<file path="src/logic/mtfc_pkg.sv">
// Purpose: shared constants of the transmit frame control block
// Assumes: byte-wide frame stream, 32-bit register bus
// Notes: offsets are byte addresses on the register bus
package mtfc_pkg;

   ////////////////////////////////////////////////////////////////////////
   // register map
   localparam int ADDR_W = 8;
   localparam logic [7:0] REG_CTRL = 8'h00;
   localparam logic [7:0] REG_MAXFL = 8'h04;
   localparam logic [7:0] REG_STATUS = 8'h08;

   // global config byte: pad code [7:5], crc enable [4], huge enable [2]
   localparam int CFG_PAD_LSB = 5;
   localparam int CFG_CRC_BIT = 4;
   localparam int CFG_HUGE_BIT = 2;
   localparam logic [7:0] CFG_MASK = 8'hF4;
   localparam logic [7:0] CFG_RESET = 8'h00;
   localparam logic [15:0] MAXFL_RESET = 16'h05EE;
   localparam logic [2:0] PAD_VLAN = 3'h5;

   // status word layout
   localparam int ST_BUSY_BIT = 0;
   localparam int ST_ABORT_BIT = 1;
   localparam int ST_CRCERR_BIT = 2;
   localparam int ST_CNT_LSB = 16;

   ////////////////////////////////////////////////////////////////////////
   // per packet control byte
   localparam int CB_OVERRIDE = 0;
   localparam int CB_CRC = 1;
   localparam int CB_PAD = 2;
   localparam int CB_HUGE = 3;

   ////////////////////////////////////////////////////////////////////////
   // frame constants
   localparam logic [7:0] PREAMBLE_BYTE = 8'h55;
   localparam logic [7:0] SFD_BYTE = 8'hD5;
   localparam logic [2:0] PRE_LAST = 3'h7;
   localparam logic [1:0] FCS_LAST = 2'h3;
   localparam logic [15:0] PAD_SHORT = 16'h003C;
   localparam logic [15:0] PAD_LONG = 16'h0040;
   localparam logic [15:0] TYPE_HI_IDX = 16'h000C;
   localparam logic [15:0] TYPE_LO_IDX = 16'h000D;
   localparam logic [7:0] VLAN_HI = 8'h81;
   localparam logic [7:0] VLAN_LO = 8'h00;
   localparam logic [31:0] CRC_INIT = 32'hFFFFFFFF;
   localparam logic [31:0] CRC_POLY = 32'hEDB88320;
   localparam logic [31:0] CRC_RESIDUE = 32'hDEBB20E3;

   typedef enum logic [6:0] {
      ST_IDLE = 7'h01,
      ST_PRE = 7'h02,
      ST_DATA = 7'h04,
      ST_PAD = 7'h08,
      ST_FCS = 7'h10,
      ST_DRAIN = 7'h20,
      ST_DONE = 7'h40
   } mtfc_state_type;

endpackage

</file>
<file path="src/logic/mtfc_byte_if.sv">
// Purpose: byte stream with valid/ready between the block's modules
// Assumes: single clock
// Notes: err marks a frame cut short, it rides on the last byte
`timescale 1ns/1ps
interface mtfc_byte_if;
   logic [7:0] data;
   logic valid;
   logic ready;
   logic last;
   logic err;
   modport src (output data, output valid, output last, output err,
                input ready);
   modport snk (input data, input valid, input last, input err,
                output ready);
endinterface

</file>
<file path="src/logic/mtfc_crc_step.sv">
// Purpose: one byte step of the reflected frame check sequence
// Assumes: caller holds the running value in a register
// Notes: purely combinational
`timescale 1ns/1ps
module mtfc_crc_step
   import mtfc_pkg::*;
(
   input wire logic [31:0] crc_in,
   input wire logic [7:0] byte_in,
   output logic [31:0] crc_out
);
   always_comb begin
      logic [31:0] c;
      c = crc_in ^ {24'h000000, byte_in};
      for (int i = 0; i < 8; i++) begin
         c = c[0] ? ((c >> 1) ^ CRC_POLY) : (c >> 1);
      end
      crc_out = c;
   end
endmodule

</file>
<file path="src/logic/mtfc_skid_buf.sv">
// Purpose: small buffer so a stall on the medium side loses no byte
// Assumes: up and dn share the clock
// Notes: DEPTH must be a power of two
`timescale 1ns/1ps
module mtfc_skid_buf #(
   parameter int DEPTH = 2
) (
   input wire logic hclk,
   input wire logic hresetn,
   input wire logic ce,
   mtfc_byte_if.snk up,
   mtfc_byte_if.src dn
);
   localparam int AW = $clog2(DEPTH);
   localparam logic [AW:0] FULL = (AW+1)'(DEPTH);
   logic [9:0] mem_r [DEPTH];
   logic [9:0] mem_nxt [DEPTH];
   logic [AW-1:0] wp_r, wp_nxt, rp_r, rp_nxt;
   logic [AW:0] cnt_r, cnt_nxt;
   logic push, pop;

   assign up.ready = (cnt_r != FULL);
   assign dn.valid = (cnt_r != '0);
   assign {dn.err, dn.last, dn.data} = mem_r[rp_r];
   assign push = up.valid & up.ready;
   assign pop = dn.valid & dn.ready;

   always_comb begin
      mem_nxt = mem_r;
      wp_nxt = wp_r;
      rp_nxt = rp_r;
      cnt_nxt = cnt_r;
      if (push) begin
         mem_nxt[wp_r] = {up.err, up.last, up.data};
         wp_nxt = wp_r + AW'(1);
      end
      if (pop) begin
         rp_nxt = rp_r + AW'(1);
      end
      if (push && !pop) begin
         cnt_nxt = cnt_r + (AW+1)'(1);
      end else if (pop && !push) begin
         cnt_nxt = cnt_r - (AW+1)'(1);
      end
   end

   always_ff @(posedge hclk or negedge hresetn) begin
      if (!hresetn) begin
         for (int i = 0; i < DEPTH; i++) begin
            mem_r[i] <= 10'h000;
         end
         wp_r <= '0;
         rp_r <= '0;
         cnt_r <= '0;
      end else if (ce) begin
         mem_r <= mem_nxt;
         wp_r <= wp_nxt;
         rp_r <= rp_nxt;
         cnt_r <= cnt_nxt;
      end
   end
endmodule

</file>
<file path="src/logic/mtfc_top.sv">
// Purpose: transmit frame assembly with per packet control byte
// Assumes: packet bytes come from same-clock logic, control byte first
// Notes: registers on AHB-Lite, zero wait states unless ce is low, always OKAY
//
// Design decisions made here: the address map and the AHB-Lite register port.
`timescale 1ns/1ps
module mtfc_top
   import mtfc_pkg::*;
(
   input wire logic hclk,
   input wire logic hresetn,
   input wire logic ce,
   input wire logic hsel,
   input wire logic [31:0] haddr,
   input wire logic [1:0] htrans,
   input wire logic hwrite,
   input wire logic [2:0] hsize,
   input wire logic [31:0] hwdata,
   input wire logic hready,
   output logic hreadyout,
   output logic hresp,
   output logic [31:0] hrdata,
   input wire logic [7:0] pkt_data,
   input wire logic pkt_valid,
   input wire logic pkt_last,
   output logic pkt_ready,
   output logic [7:0] tx_data,
   output logic tx_valid,
   output logic tx_last,
   output logic tx_abort,
   input wire logic tx_ready
);

   ////////////////////////////////////////////////////////////////////////
   // register bus slave
   logic [7:0] cfg_r, cfg_nxt;
   logic [15:0] maxfl_r, maxfl_nxt;
   logic wr_pend_r, wr_pend_nxt;
   logic [7:0] wr_addr_r, wr_addr_nxt;
   logic [31:0] rdata_r, rdata_nxt;
   logic [31:0] status;
   logic busy;
   logic last_abort_r, last_abort_nxt;
   logic last_crcerr_r, last_crcerr_nxt;
   logic [15:0] last_cnt_r, last_cnt_nxt;

   // a frozen block stalls the bus rather than dropping a transfer
   assign hreadyout = ce;
   assign hresp = 1'b0;
   assign hrdata = rdata_r;

   always_comb begin
      status = 32'h00000000;
      status[ST_BUSY_BIT] = busy;
      status[ST_ABORT_BIT] = last_abort_r;
      status[ST_CRCERR_BIT] = last_crcerr_r;
      status[ST_CNT_LSB +: 16] = last_cnt_r;
   end

   always_comb begin
      cfg_nxt = cfg_r;
      maxfl_nxt = maxfl_r;
      wr_pend_nxt = 1'b0;
      wr_addr_nxt = wr_addr_r;
      rdata_nxt = rdata_r;
      if (wr_pend_r) begin
         case (wr_addr_r)
            REG_CTRL: cfg_nxt = hwdata[7:0] & CFG_MASK;
            REG_MAXFL: maxfl_nxt = hwdata[15:0];
            default: ;
         endcase
      end
      if (hsel && htrans[1] && hready) begin
         wr_pend_nxt = hwrite;
         wr_addr_nxt = haddr[ADDR_W-1:0];
         if (!hwrite) begin
            case (haddr[ADDR_W-1:0])
               REG_CTRL: rdata_nxt = {24'h000000, cfg_r};
               REG_MAXFL: rdata_nxt = {16'h0000, maxfl_r};
               REG_STATUS: rdata_nxt = status;
               default: rdata_nxt = 32'h00000000;
            endcase
         end
      end
   end

   always_ff @(posedge hclk or negedge hresetn) begin
      if (!hresetn) begin
         cfg_r <= CFG_RESET;
         maxfl_r <= MAXFL_RESET;
         wr_pend_r <= 1'b0;
         wr_addr_r <= 8'h00;
         rdata_r <= 32'h00000000;
      end else if (ce) begin
         cfg_r <= cfg_nxt;
         maxfl_r <= maxfl_nxt;
         wr_pend_r <= wr_pend_nxt;
         wr_addr_r <= wr_addr_nxt;
         rdata_r <= rdata_nxt;
      end
   end

   ////////////////////////////////////////////////////////////////////////
   // frame engine
   mtfc_byte_if eng_s ();
   mtfc_byte_if tx_s ();

   mtfc_state_type st_r, st_nxt;
   logic [2:0] pre_r, pre_nxt;
   logic [1:0] fcs_r, fcs_nxt;
   logic [15:0] cnt_r, cnt_nxt, cnt_inc, pad_target;
   logic [31:0] crc_r, crc_nxt, crc_step;
   logic [7:0] crc_byte;
   logic crc_en_r, crc_en_nxt;
   logic pad_en_r, pad_en_nxt;
   logic pad64_r, pad64_nxt;
   logic vlan_det_r, vlan_det_nxt;
   logic huge_r, huge_nxt;
   logic type_hi_r, type_hi_nxt;
   logic is_vlan_r, is_vlan_nxt;
   logic abort_r, abort_nxt;
   logic giant, need_pad;
   logic [2:0] pad_code;

   assign busy = (st_r != ST_IDLE);
   assign cnt_inc = cnt_r + 16'h0001;
   assign pad_code = cfg_r[CFG_PAD_LSB +: 3];
   assign crc_byte = (st_r == ST_DATA) ? pkt_data : 8'h00;

   mtfc_crc_step u_crc (
      .crc_in (crc_r),
      .byte_in (crc_byte),
      .crc_out (crc_step)
   );

   always_comb begin
      if (pad64_r || (vlan_det_r && is_vlan_r)) begin
         pad_target = PAD_LONG;
      end else begin
         pad_target = PAD_SHORT;
      end
      need_pad = pad_en_r && (cnt_inc < pad_target);
      giant = !huge_r && !pkt_last && (cnt_inc >= maxfl_r);
   end

   always_comb begin
      st_nxt = st_r;
      pre_nxt = pre_r;
      fcs_nxt = fcs_r;
      cnt_nxt = cnt_r;
      crc_nxt = crc_r;
      crc_en_nxt = crc_en_r;
      pad_en_nxt = pad_en_r;
      pad64_nxt = pad64_r;
      vlan_det_nxt = vlan_det_r;
      huge_nxt = huge_r;
      type_hi_nxt = type_hi_r;
      is_vlan_nxt = is_vlan_r;
      abort_nxt = abort_r;
      last_abort_nxt = last_abort_r;
      last_crcerr_nxt = last_crcerr_r;
      last_cnt_nxt = last_cnt_r;
      pkt_ready = 1'b0;
      eng_s.valid = 1'b0;
      eng_s.data = 8'h00;
      eng_s.last = 1'b0;
      eng_s.err = 1'b0;
      case (st_r)
         ST_IDLE: begin
            // control byte is consumed here and never forwarded
            pkt_ready = 1'b1;
            if (pkt_valid) begin
               if (pkt_data[CB_OVERRIDE]) begin
                  crc_en_nxt = pkt_data[CB_CRC];
                  pad_en_nxt = pkt_data[CB_PAD];
                  pad64_nxt = 1'b0;
                  vlan_det_nxt = 1'b0;
                  huge_nxt = pkt_data[CB_HUGE];
               end else begin
                  // odd pad codes also imply a trailing
                  crc_en_nxt = cfg_r[CFG_CRC_BIT] | pad_code[0];
                  pad_en_nxt = pad_code[0];
                  pad64_nxt = pad_code[0] & pad_code[1];
                  vlan_det_nxt = (pad_code == PAD_VLAN);
                  huge_nxt = cfg_r[CFG_HUGE_BIT];
               end
               pre_nxt = 3'h0;
               fcs_nxt = 2'h0;
               cnt_nxt = 16'h0000;
               crc_nxt = CRC_INIT;
               type_hi_nxt = 1'b0;
               is_vlan_nxt = 1'b0;
               abort_nxt = 1'b0;
               st_nxt = ST_PRE;
            end
         end
         ST_PRE: begin
            eng_s.valid = 1'b1;
            eng_s.data = (pre_r == PRE_LAST) ? SFD_BYTE : PREAMBLE_BYTE;
            if (eng_s.ready) begin
               pre_nxt = pre_r + 3'h1;
               if (pre_r == PRE_LAST) begin
                  st_nxt = ST_DATA;
               end
            end
         end
         ST_DATA: begin
            eng_s.valid = pkt_valid;
            eng_s.data = pkt_data;
            eng_s.err = giant;
            eng_s.last = giant | (pkt_last & ~need_pad & ~crc_en_r);
            pkt_ready = eng_s.ready;
            if (pkt_valid && eng_s.ready) begin
               crc_nxt = crc_step;
               cnt_nxt = cnt_inc;
               if (cnt_r == TYPE_HI_IDX) begin
                  type_hi_nxt = (pkt_data == VLAN_HI);
               end
               if (cnt_r == TYPE_LO_IDX) begin
                  is_vlan_nxt = type_hi_r && (pkt_data == VLAN_LO);
               end
               if (giant) begin
                  abort_nxt = 1'b1;
                  st_nxt = ST_DRAIN;
               end else if (pkt_last) begin
                  if (need_pad) begin
                     st_nxt = ST_PAD;
                  end else if (crc_en_r) begin
                     st_nxt = ST_FCS;
                  end else begin
                     st_nxt = ST_DONE;
                  end
               end
            end
         end
         ST_PAD: begin
            eng_s.valid = 1'b1;
            eng_s.last = (cnt_inc == pad_target) && !crc_en_r;
            if (eng_s.ready) begin
               crc_nxt = crc_step;
               cnt_nxt = cnt_inc;
               if (cnt_inc == pad_target) begin
                  st_nxt = crc_en_r ? ST_FCS : ST_DONE;
               end
            end
         end
         ST_FCS: begin
            // check bytes go out low byte first, complemented
            eng_s.valid = 1'b1;
            eng_s.data = ~crc_r[7:0];
            eng_s.last = (fcs_r == FCS_LAST);
            if (eng_s.ready) begin
               crc_nxt = {8'h00, crc_r[31:8]};
               cnt_nxt = cnt_inc;
               fcs_nxt = fcs_r + 2'h1;
               if (fcs_r == FCS_LAST) begin
                  st_nxt = ST_DONE;
               end
            end
         end
         ST_DRAIN: begin
            // rest of a cut packet is read and thrown away
            pkt_ready = 1'b1;
            if (pkt_valid && pkt_last) begin
               st_nxt = ST_DONE;
            end
         end
         ST_DONE: begin
            last_abort_nxt = abort_r;
            // residue over data plus its own check bytes
            last_crcerr_nxt = !crc_en_r && !abort_r &&
                              (crc_r != CRC_RESIDUE);
            last_cnt_nxt = cnt_r;
            st_nxt = ST_IDLE;
         end
         default: st_nxt = ST_IDLE;
      endcase
   end

   always_ff @(posedge hclk or negedge hresetn) begin
      if (!hresetn) begin
         st_r <= ST_IDLE;
         pre_r <= 3'h0;
         fcs_r <= 2'h0;
         cnt_r <= 16'h0000;
         crc_r <= CRC_INIT;
         crc_en_r <= 1'b0;
         pad_en_r <= 1'b0;
         pad64_r <= 1'b0;
         vlan_det_r <= 1'b0;
         huge_r <= 1'b0;
         type_hi_r <= 1'b0;
         is_vlan_r <= 1'b0;
         abort_r <= 1'b0;
         last_abort_r <= 1'b0;
         last_crcerr_r <= 1'b0;
         last_cnt_r <= 16'h0000;
      end else if (ce) begin
         st_r <= st_nxt;
         pre_r <= pre_nxt;
         fcs_r <= fcs_nxt;
         cnt_r <= cnt_nxt;
         crc_r <= crc_nxt;
         crc_en_r <= crc_en_nxt;
         pad_en_r <= pad_en_nxt;
         pad64_r <= pad64_nxt;
         vlan_det_r <= vlan_det_nxt;
         huge_r <= huge_nxt;
         type_hi_r <= type_hi_nxt;
         is_vlan_r <= is_vlan_nxt;
         abort_r <= abort_nxt;
         last_abort_r <= last_abort_nxt;
         last_crcerr_r <= last_crcerr_nxt;
         last_cnt_r <= last_cnt_nxt;
      end
   end

   ////////////////////////////////////////////////////////////////////////
   // output buffer toward the medium
   mtfc_skid_buf #(
      .DEPTH (2)
   ) u_buf (
      .hclk (hclk),
      .hresetn (hresetn),
      .ce (ce),
      .up (eng_s),
      .dn (tx_s)
   );

   // pkt_ready above is gated by the buffer's ready, so a stall reaches
   // the packet source; while ce is low nothing is popped
   assign tx_s.ready = tx_ready & ce;
   assign tx_data = tx_s.data;
   assign tx_valid = tx_s.valid;
   assign tx_last = tx_s.last;
   assign tx_abort = tx_s.err;

endmodule

</file>
<file path="config.mk">
export PLATFORM = sky130hd
export DESIGN_NAME = mtfc_top
export DESIGN_NICKNAME = d
export VERILOG_FILES = /design/src/logic/mtfc_pkg.sv /design/src/logic/mtfc_byte_if.sv /design/src/logic/mtfc_crc_step.sv /design/src/logic/mtfc_skid_buf.sv /design/src/logic/mtfc_top.sv
export SDC_FILE = /design/constraint.sdc
export NUM_CORES = 1
export LEC_CHECK = 0
export BUFFER_PORTS_ARGS = -buffer_cell sky130_fd_sc_hd__clkbuf_2
export CAP_MARGIN = 20
export CORE_UTILIZATION = 50
export CTS_BUF_LIST = sky130_fd_sc_hd__clkbuf_16
export DETAILED_ROUTE_END_ITERATION = 7
export GPL_TIMING_DRIVEN = 0
export PLACE_DENSITY = 0.78
export SLEW_MARGIN = 20
export SYNTH_ARGS = -nofsm -noshare
export SYNTH_HDL_FRONTEND = slang
export SYNTH_SLANG_ARGS = --single-unit
</file>
<file path="constraint.sdc">
create_clock -name hclk -period 8.98 [get_ports hclk]
set_input_delay 1.796 -clock hclk [delete_from_list [all_inputs] [get_ports hclk]]
set_output_delay 1.796 -clock hclk [all_outputs]
set_load 0.005 [all_outputs]
</file>
After elaboration in Yosys (flattened, before gate mapping)
Cells that the tools add are included.
W data, S select, Z words.

cells by class
  $lt $le $gt $ge = 5
  bitwise gates (word level) = 23
  reduce and logical (&&, ||, !) cells = 52
  eq/ne operators = 34
  muxes and demuxes = 70
  $add $sub $neg = 7

operators with widths
  cell                     count
  $mux W32                 12
  $pmux W32 S4             1
  $not A13 Y14             8
  $mux W7                  14
  $pmux W32 S3             1
  $mux W16                 3
  $pmux W16 S3             1
  $pmux W7 S6              1
  $mux W10                 4
  $eq A16 B4 Y1 const B    2
  $ne A32 B32 Y1 const B   1
  $xor A32 B8 Y32          1
  $logic_not A8 Y1         3
  $pmux W8 S3              1
  $bwmux W20               1
  $ne A2 B2 Y1 const B     10
  $reduce_and A5 Y1        4
  $add A16 B1 Y16 const B  1
  $eq A16 B16 Y1           1
  $eq A8 B3 Y1 const B     2
  $ge A16 B16 Y1           1
  $lt A16 B16 Y1           1
  $mux W8                  2
  $logic_and A1 B1 Y1      15
  other kinds (45)         100

word-level totals
  word-level logic and storage cells = 217
  bits of input ports = 86
  register bits = 172
  output and inout port bits = 46

Logic depth before layout (Yosys ltp)
Gate-level depths: netlist (run 1).

  depth in word-level cells = 21
  mapped depth = 15
  depth with buffers taken out = 14

Modules after synthesis
Synthesis (run 1) repeated with hierarchy kept, for this count alone.

unflattened totals
  cell total of the unflattened synthesis = 877
  area total of the unflattened synthesis = 9686.8 um2

modules (own cells, without submodules)
  module         cells an instance  instances  area each (um2)  seq. area each (um2)
  mtfc_top       739                1          7632.3           3754.9
  mtfc_skid_buf  72                 1          1093.5           600.6
  mtfc_crc_step  66                 1          960.9            0.0

Worst setup path before layout (run 1)
OpenSTA, ideal clock, no wires.

  path type = in2reg
  start = input port ce
  end = register rdata_r[16] (netlist: hrdata[16])
  setup slack = 5.060 ns
  library setup time = 0.065 ns
  stages = 9
  arrival time = 3.854 ns
  buffers on the path = 4
  required time = 8.915 ns
  cells stage by stage = buf_2 -> nand4_1 -> nand2b_1 -> clkbuf_1 -> or4_1 -> nor2b_1 -> clkbuf_1 -> buf_2 -> a22o_1

between the ends
  longest elaborated chain between the ends = 1

ends and longest elaborated chain
  what                                line            source
  start, declared                     mtfc_top.sv:12  input wire logic ce,
  $reduce_and A3 Y1 (no source line)  n/a
  end signal, assigned                mtfc_top.sv:99  rdata_r <= rdata_nxt;
  end, declared                       mtfc_top.sv:40  logic [31:0] rdata_r, rdata_nxt;

Every way passes these cells.
A chain may end at the register's enable or synchronous reset.

Worst setup path after layout (run 1)
  start = input port ce
  end = register rdata_r[29] (netlist: hrdata[29])

Same word-level chain as after synthesis.

==> impl_metrics.tcl, run 1 <==
set metrics [dict create \
    fin_skew_ns 0.00738 \
    yosysTopAreaCell "dfrtp_1" \
    syn_to_final_growth_pct 13.6 \
    critPathLaunchType "input port" \
    grtUsageTotal_pct 26.4 \
    final_nets 1175 \
    postRouteAntennaNets 0 \
    fp.dieH_um 141 \
    tns_ns 0 \
    synth_area_um2 9680 \
    ys_warn_count 0 \
    cp_max_fo 10 \
    finalWirelength_um 24800 \
    setup_violations 0 \
    syn_avg_cell_area_um2 10.1 \
    multi_input_area_um2 4880 \
    status "complete, no violations" \
    synthDistinctLibCells 79 \
    post_cts_buffers 0 \
    die_x_um 141 \
    ys_ff_latch 172 \
    start_util_pct 51.4 \
    overflow 0 \
    finalCritPeriodShare_pct 48.6 \
    grt_pass1_vias 7666 \
    io_pins 132 \
    p_per_area_nw_per_um2 317 \
    synth-edff-count 0 \
    finalHoldViolCount 0 \
    clock_sinks 172 \
    yosysSeqAreaShare_pct 45.0 \
    clk_latency_ns 0.44 \
    max_stage_delay_ns 0.66 \
    yosysMostFrequentCell "dfrtp_1" \
    cts_htree_levels 4 \
    drt-pass1-iter-count 7 \
    dieArea_um2 19900 \
    port_buffers 81 \
    period_needed_ns 4.37 \
    worstMarginPinSlew_ns 1.01 \
    fp.coreArea_um2 18800 \
    numCtsBuffers 17 \
    syn-num-nets 1074 \
    ys_top_cells_by_count "dfrtp_1, nand2_1, o21ai_0" \
    cap_violations 0 \
    fillers 1577 \
    seq_area_um2 4360 \
    synth_flop_cell "dfrtp_1" \
    row_count 50 \
    rsz0062_at_grt "no" \
    tritoncts "built" \
    cts_root_buffer "clkbuf_16" \
    detail_route.iter0.violations 735 \
    drv_slew 0 \
    clk_path_buf_depth 2 \
    hp-class "reg -> reg" \
    avgViaCountPerCell 5.84 \
    critPathKind "in -> reg" \
    grt_max_degree 90 \
    syn_inst 960 \
    diodes 0 \
    drc 0 \
    clk_pin_slew_ns 0.07 \
    grt_pass1_wl_um 40600 \
    async_reset_ff_share_pct 100 \
    total_power_mw 3.49 \
    synth_top_area_share_pct 33.9 \
    relSlewSlack_pct 32.3 \
    slowest_stage "or4_1" \
    cp-end-kind "flip-flop" \
    path_cells "buf_2, nand4_1, nand2b_1, clkbuf_1, or4_1, nor2b_1, clkbuf_1, buf_2, a22o_1" \
    crit_arrival_ns 4.75 \
    place.gp.congestion 0.961 \
    p_leak_nw 4.96 \
    hold_buffers 0 \
    required_ns 9.36 \
    vias 7796 \
    max_freq_ghz 0.229 \
    synth_area_leaders "dfrtp_1, dfstp_2, mux2_2" \
    hpwlAfterDp_um 18000 \
    antenna_found_initial 0 \
    drive_above_1_share_pct 24.8 \
    wire_per_inst_um 18.6 \
    vdd_ir_drop_max_uv 190 \
    cts_resized 0 \
]
-- flip-flops by register name, summed over array words and instances, names as in the netlist, 2 cells and up --
name	cells
u_buf.cnt_r	2
u_buf.mem_r	20
st_r	7
wr_addr_r	8
hrdata	32
pre_r	3
maxfl_r	16
crc_r	32
cfg_r	5
last_cnt_r	16
cnt_r	16
fcs_r	2
-- final cells by class --
class | instances | area share [%]
flip-flops and latches | 172 | 39.6
inverters | 31 | 1.06
repair buffers | 82 | 4.02
plain buffers | 62 | 3.06
well taps | 260 | 2.96
multi-input cells | 695 | 44.4
clock inverters | 15 | 1.06
clock buffers | 17 | 3.87
-- kinds of logic (layout without fill, tap and decap cells) --
group,count (synthesis),in the layout,synth area share (%)
buffers and inverters,93,207,4.68
flip-flops,172,172,45.0
other,1,1,0.0387
XOR/XNOR,92,92,8.83
AND/OR/NAND/NOR,280,280,14.4
adder cells (fa/ha/maj),28,28,3.62
AO/OA/AOI/OAI,221,221,15.1
multiplexers,73,73,8.31
-- critical path, delay by kind of cell --
kind | cells | cell delay, ns
AOI/OAI and AO/OA | 1 | 0.18
and+or+nand+nor | 4 | 1.58
buffers and inverters | 4 | 1.19
-- through the flow --
step | utilization [%] | setup slack [ns] | instance area, um^2 | hold WS, ns | instances
6_report | 58.4 | 4.61 | 11000 | 0.480 | 1334
5_1_grt | 58.4 | 4.30 | 11000 | 0.500 | 1334
3_3_place_gp | 55.3 | 3.08 | 10400 | 0.462 | 1301
2_1_floorplan | - | 5.06 | 9680 | 0.442 | 960
4_1_cts | 58.4 | 4.62 | 11000 | 0.478 | 1334
3_5_place_dp | 55.5 | 4.22 | 10500 | 0.463 | 1302
-- path summary, 6_finish.rpt --
kind                       startpoint              end  slack, ns  cells after the start
setup / recovery                   ce       hrdata[29]       4.61                      9
hold / removal               pad_en_r         pad_en_r       0.48                      2
setup reg to reg             cnt_r[0]  u_buf.mem_r[18]       4.90                     14
hold reg to reg              pad_en_r         pad_en_r       0.48                      2
max in group asynchronous     hresetn          st_r[0]       6.66                      2
min in group asynchronous     hresetn       hrdata[14]       1.41                      1
-- where the power goes --
part,switching [mW],total [mW],internal [mW],leakage (nW)
registers,0.156,1.16,1.00,2.19
logic,0.934,1.64,0.703,2.50
clock network,0.335,0.694,0.359,0.273
total,1.43,3.49,2.07,4.96
-- layer usage --
| layer | GRT usage, % | wire length, um | vias up |
|---|---|---|---|
| met3 | 5.10 | 1720 | 66 |
| met1 | 36.2 | 10800 | 3823 |
| li1 | - | - | 3600 |
| met5 | 0 | 0 | - |
| met2 | 40.5 | 11500 | 307 |
| met4 | 11.8 | 796 | 0 |
-- cells in the final DEF (no fill, tap or decap), drive strengths merged, types with 7 or more instances in the layout --
cell type  count
nor4          11
o21ai         74
mux2i         14
nand3         25
a22o          36
mux2          59
nor2b          9
nor2          70
a21oi         44
o22ai         15
nor3          10
ha            28
clkbuf       134
inv           37
and3           8
or3            7
nand2         96
or4            7
clkinv         9
xnor2         60
dfstp         41
buf           27
xor2          31
dfrtp        131
Power figures use the tool's default switching activity.
==> run 2, diff against run 1 <==
PLACE_DENSITY = 0.81   (was 0.78)
clock period = 3.6 ns   (was 8.98 ns; I/O delays follow)
==> run 2 against run 1 <==
  * Worst setup slack got worse by 4.5 ns
  * Sequential power increased by 150%
  * Power increased to 2.6 times the previous value
  * Count of clock-buffer cells in the layout unchanged
==> impl_metrics.tcl, run 2 (synthesis gave the netlist of run 1 again) <==
set metrics [dict create \
    hpwlAfterDp_um 18100 \
    relSlewSlack_pct 40.4 \
    wire_per_inst_um 19.2 \
    fin_skew_ns 0.0108 \
    setup_violations 0 \
    crit_arrival_ns 3.85 \
    clk_path_buf_depth 2 \
    grt_pass1_vias 7849 \
    grtUsageTotal_pct 27.0 \
    finalHoldViolCount 0 \
    critPathLaunchType "flip-flop" \
    numCtsBuffers 17 \
    place.gp.congestion 0.935 \
    hp-class "in -> async" \
    fin_cells 1343 \
    tritoncts "built" \
    drt-pass1-iter-count 5 \
    cts_root_buffer "clkbuf_16" \
    fin_util_pct 60.0 \
    critPathKind "reg -> reg" \
    fp.dieH_um 141 \
    drv_slew 0 \
    die_x_um 141 \
    start_util_pct 51.4 \
    drc 0 \
    clk_pin_slew_ns 0.08 \
    cp_max_fo 6 \
    clk_latency_ns 0.44 \
    row_count 50 \
    place_area_um2 10500 \
    max_stage_delay_ns 0.59 \
    finalCritPeriodShare_pct 97.9 \
    mostFrequentLayoutCells "dfrtp_1, nand2_1, clkbuf_2, o21ai_0, nor2_1" \
    reg2reg_to "st_r[6]" \
    tns_ns 0 \
    rr_startpoint "cnt_r[0]" \
    io_pins 132 \
    fp.coreArea_um2 18800 \
    path_cells "buf_4, nand4_4, or2_1, buf_6, nor2_4, xor2_2, ha_1, nand3_2, nor2_1, o31a_1, a2111oi_4, or4_4, a31oi_4, o221ai_2, mux2_4" \
    rsz0062_at_grt "yes" \
    cap_violations 0 \
    vdd_ir_drop_max_uv 433 \
    finalWirelength_um 25800 \
    avgViaCountPerCell 5.94 \
    r2r_setup_slack_ns 0.07 \
    period_needed_ns 3.53 \
    r2r_cells 15 \
    drive_above_1_share_pct 27.7 \
    cts_htree_levels 4 \
    hold_ws_ns 0.288 \
    postRouteAntennaNets 0 \
    dieArea_um2 19900 \
    vias 7974 \
    max_freq_ghz 0.284 \
    syn_to_final_growth_pct 16.6 \
    grt_pass1_wl_um 41500 \
    dp.cells 1303 \
    overflow 0 \
    port_buffers 81 \
    layout_commonest_cell "dfrtp_1" \
    required_ns 3.93 \
    slowest_stage "or4_4" \
    hold_buffers 0 \
    diodes 0 \
    detail_route.iter0.violations 887 \
    status "complete, no violations" \
    p_per_area_nw_per_um2 800 \
    clock_sinks 172 \
    worstMarginPinSlew_ns 0.888 \
    grt_max_degree 92 \
    fin_area_um2 11300 \
    antenna_found_initial 0 \
    p_leak_nw 5.07 \
    final_nets 1184 \
    cp-end-kind "flip-flop" \
]
==> run 2: timing repair <==
action                                  4_1_cts  5_1_grt
pin swaps                                     0       11
endpoints found under the setup margin       12       12
gates resized for setup                      12       27
setup buffers                                 3        5
gates cloned                                  0        0
==> run 2: metrics by stage <==
step	total power [mW]	setup WS (ns)
after floorplan	5.89	0.237
after global placement	6.80	-1.25
after CTS	8.87	-0.00169
after global routing	9.52	-0.0275
final	9.03	0.0749
after detailed placement	6.91	-0.510
==> run 2: layout make-up <==
class                      count  area [um^2]
clock inverter                15          176
tap                          260          325
multi-input combinational    695         5030
sequential                   172         4360
clock buffer                  17          425
buffer                        62          342
fill                        1515         7540
timing repair buffer          91          507
inverter                      31          116
==> run 2: how the worst max path moves through the flow <==
stage             start               to  slack, ns  depth (start not counted)
6_report       cnt_r[0]          st_r[6]       0.07                         15
5_1_grt        cnt_r[0]  u_buf.mem_r[18]      -0.03                         15
4_1_cts        cnt_r[2]  u_buf.mem_r[18]     -0.002                         15
3_5_place_dp   cnt_r[0]   u_buf.mem_r[8]      -0.51                         14
3_3_place_gp    hresetn  u_buf.mem_r[13]      -1.25                          1
2_1_floorplan  cnt_r[0]          st_r[0]       0.24                         14
==> run 2: metal layers <==
| metal | vias to the layer above | share of wire, % | global-route usage (%) | routed length, um |
|---|---|---|---|---|
| met5 | - | 0 | 0 | 0 |
| met4 | 0 | 3.8 | 12.8 | 972 |
| met3 | 80 | 7.6 | 5.26 | 1950 |
| met2 | 379 | 46 | 41.8 | 11900 |
| met1 | 3880 | 42 | 36.4 | 10900 |
| li1 | 3635 | - | - | - |
==> run 2: worst max-delay path, delay by kind of cell, from the launching register on <==
family / cells / cell delay, ns
buffers and inverters: 2 / 0.28
AO/OA/AOI/OAI: 4 / 0.64
flip-flops: 1 / 0.42
multiplexers: 1 / 0.31
adder cells (fa/ha/maj): 1 / 0.32
AND/OR/NAND/NOR: 6 / 1.34
XOR/XNOR: 1 / 0.09
==> run 2: where the power goes <==
part	total (mW)	internal (mW)	switching (mW)
combinational	4.23	1.82	2.41
sequential	2.90	2.50	0.394
clock	1.91	1.05	0.858
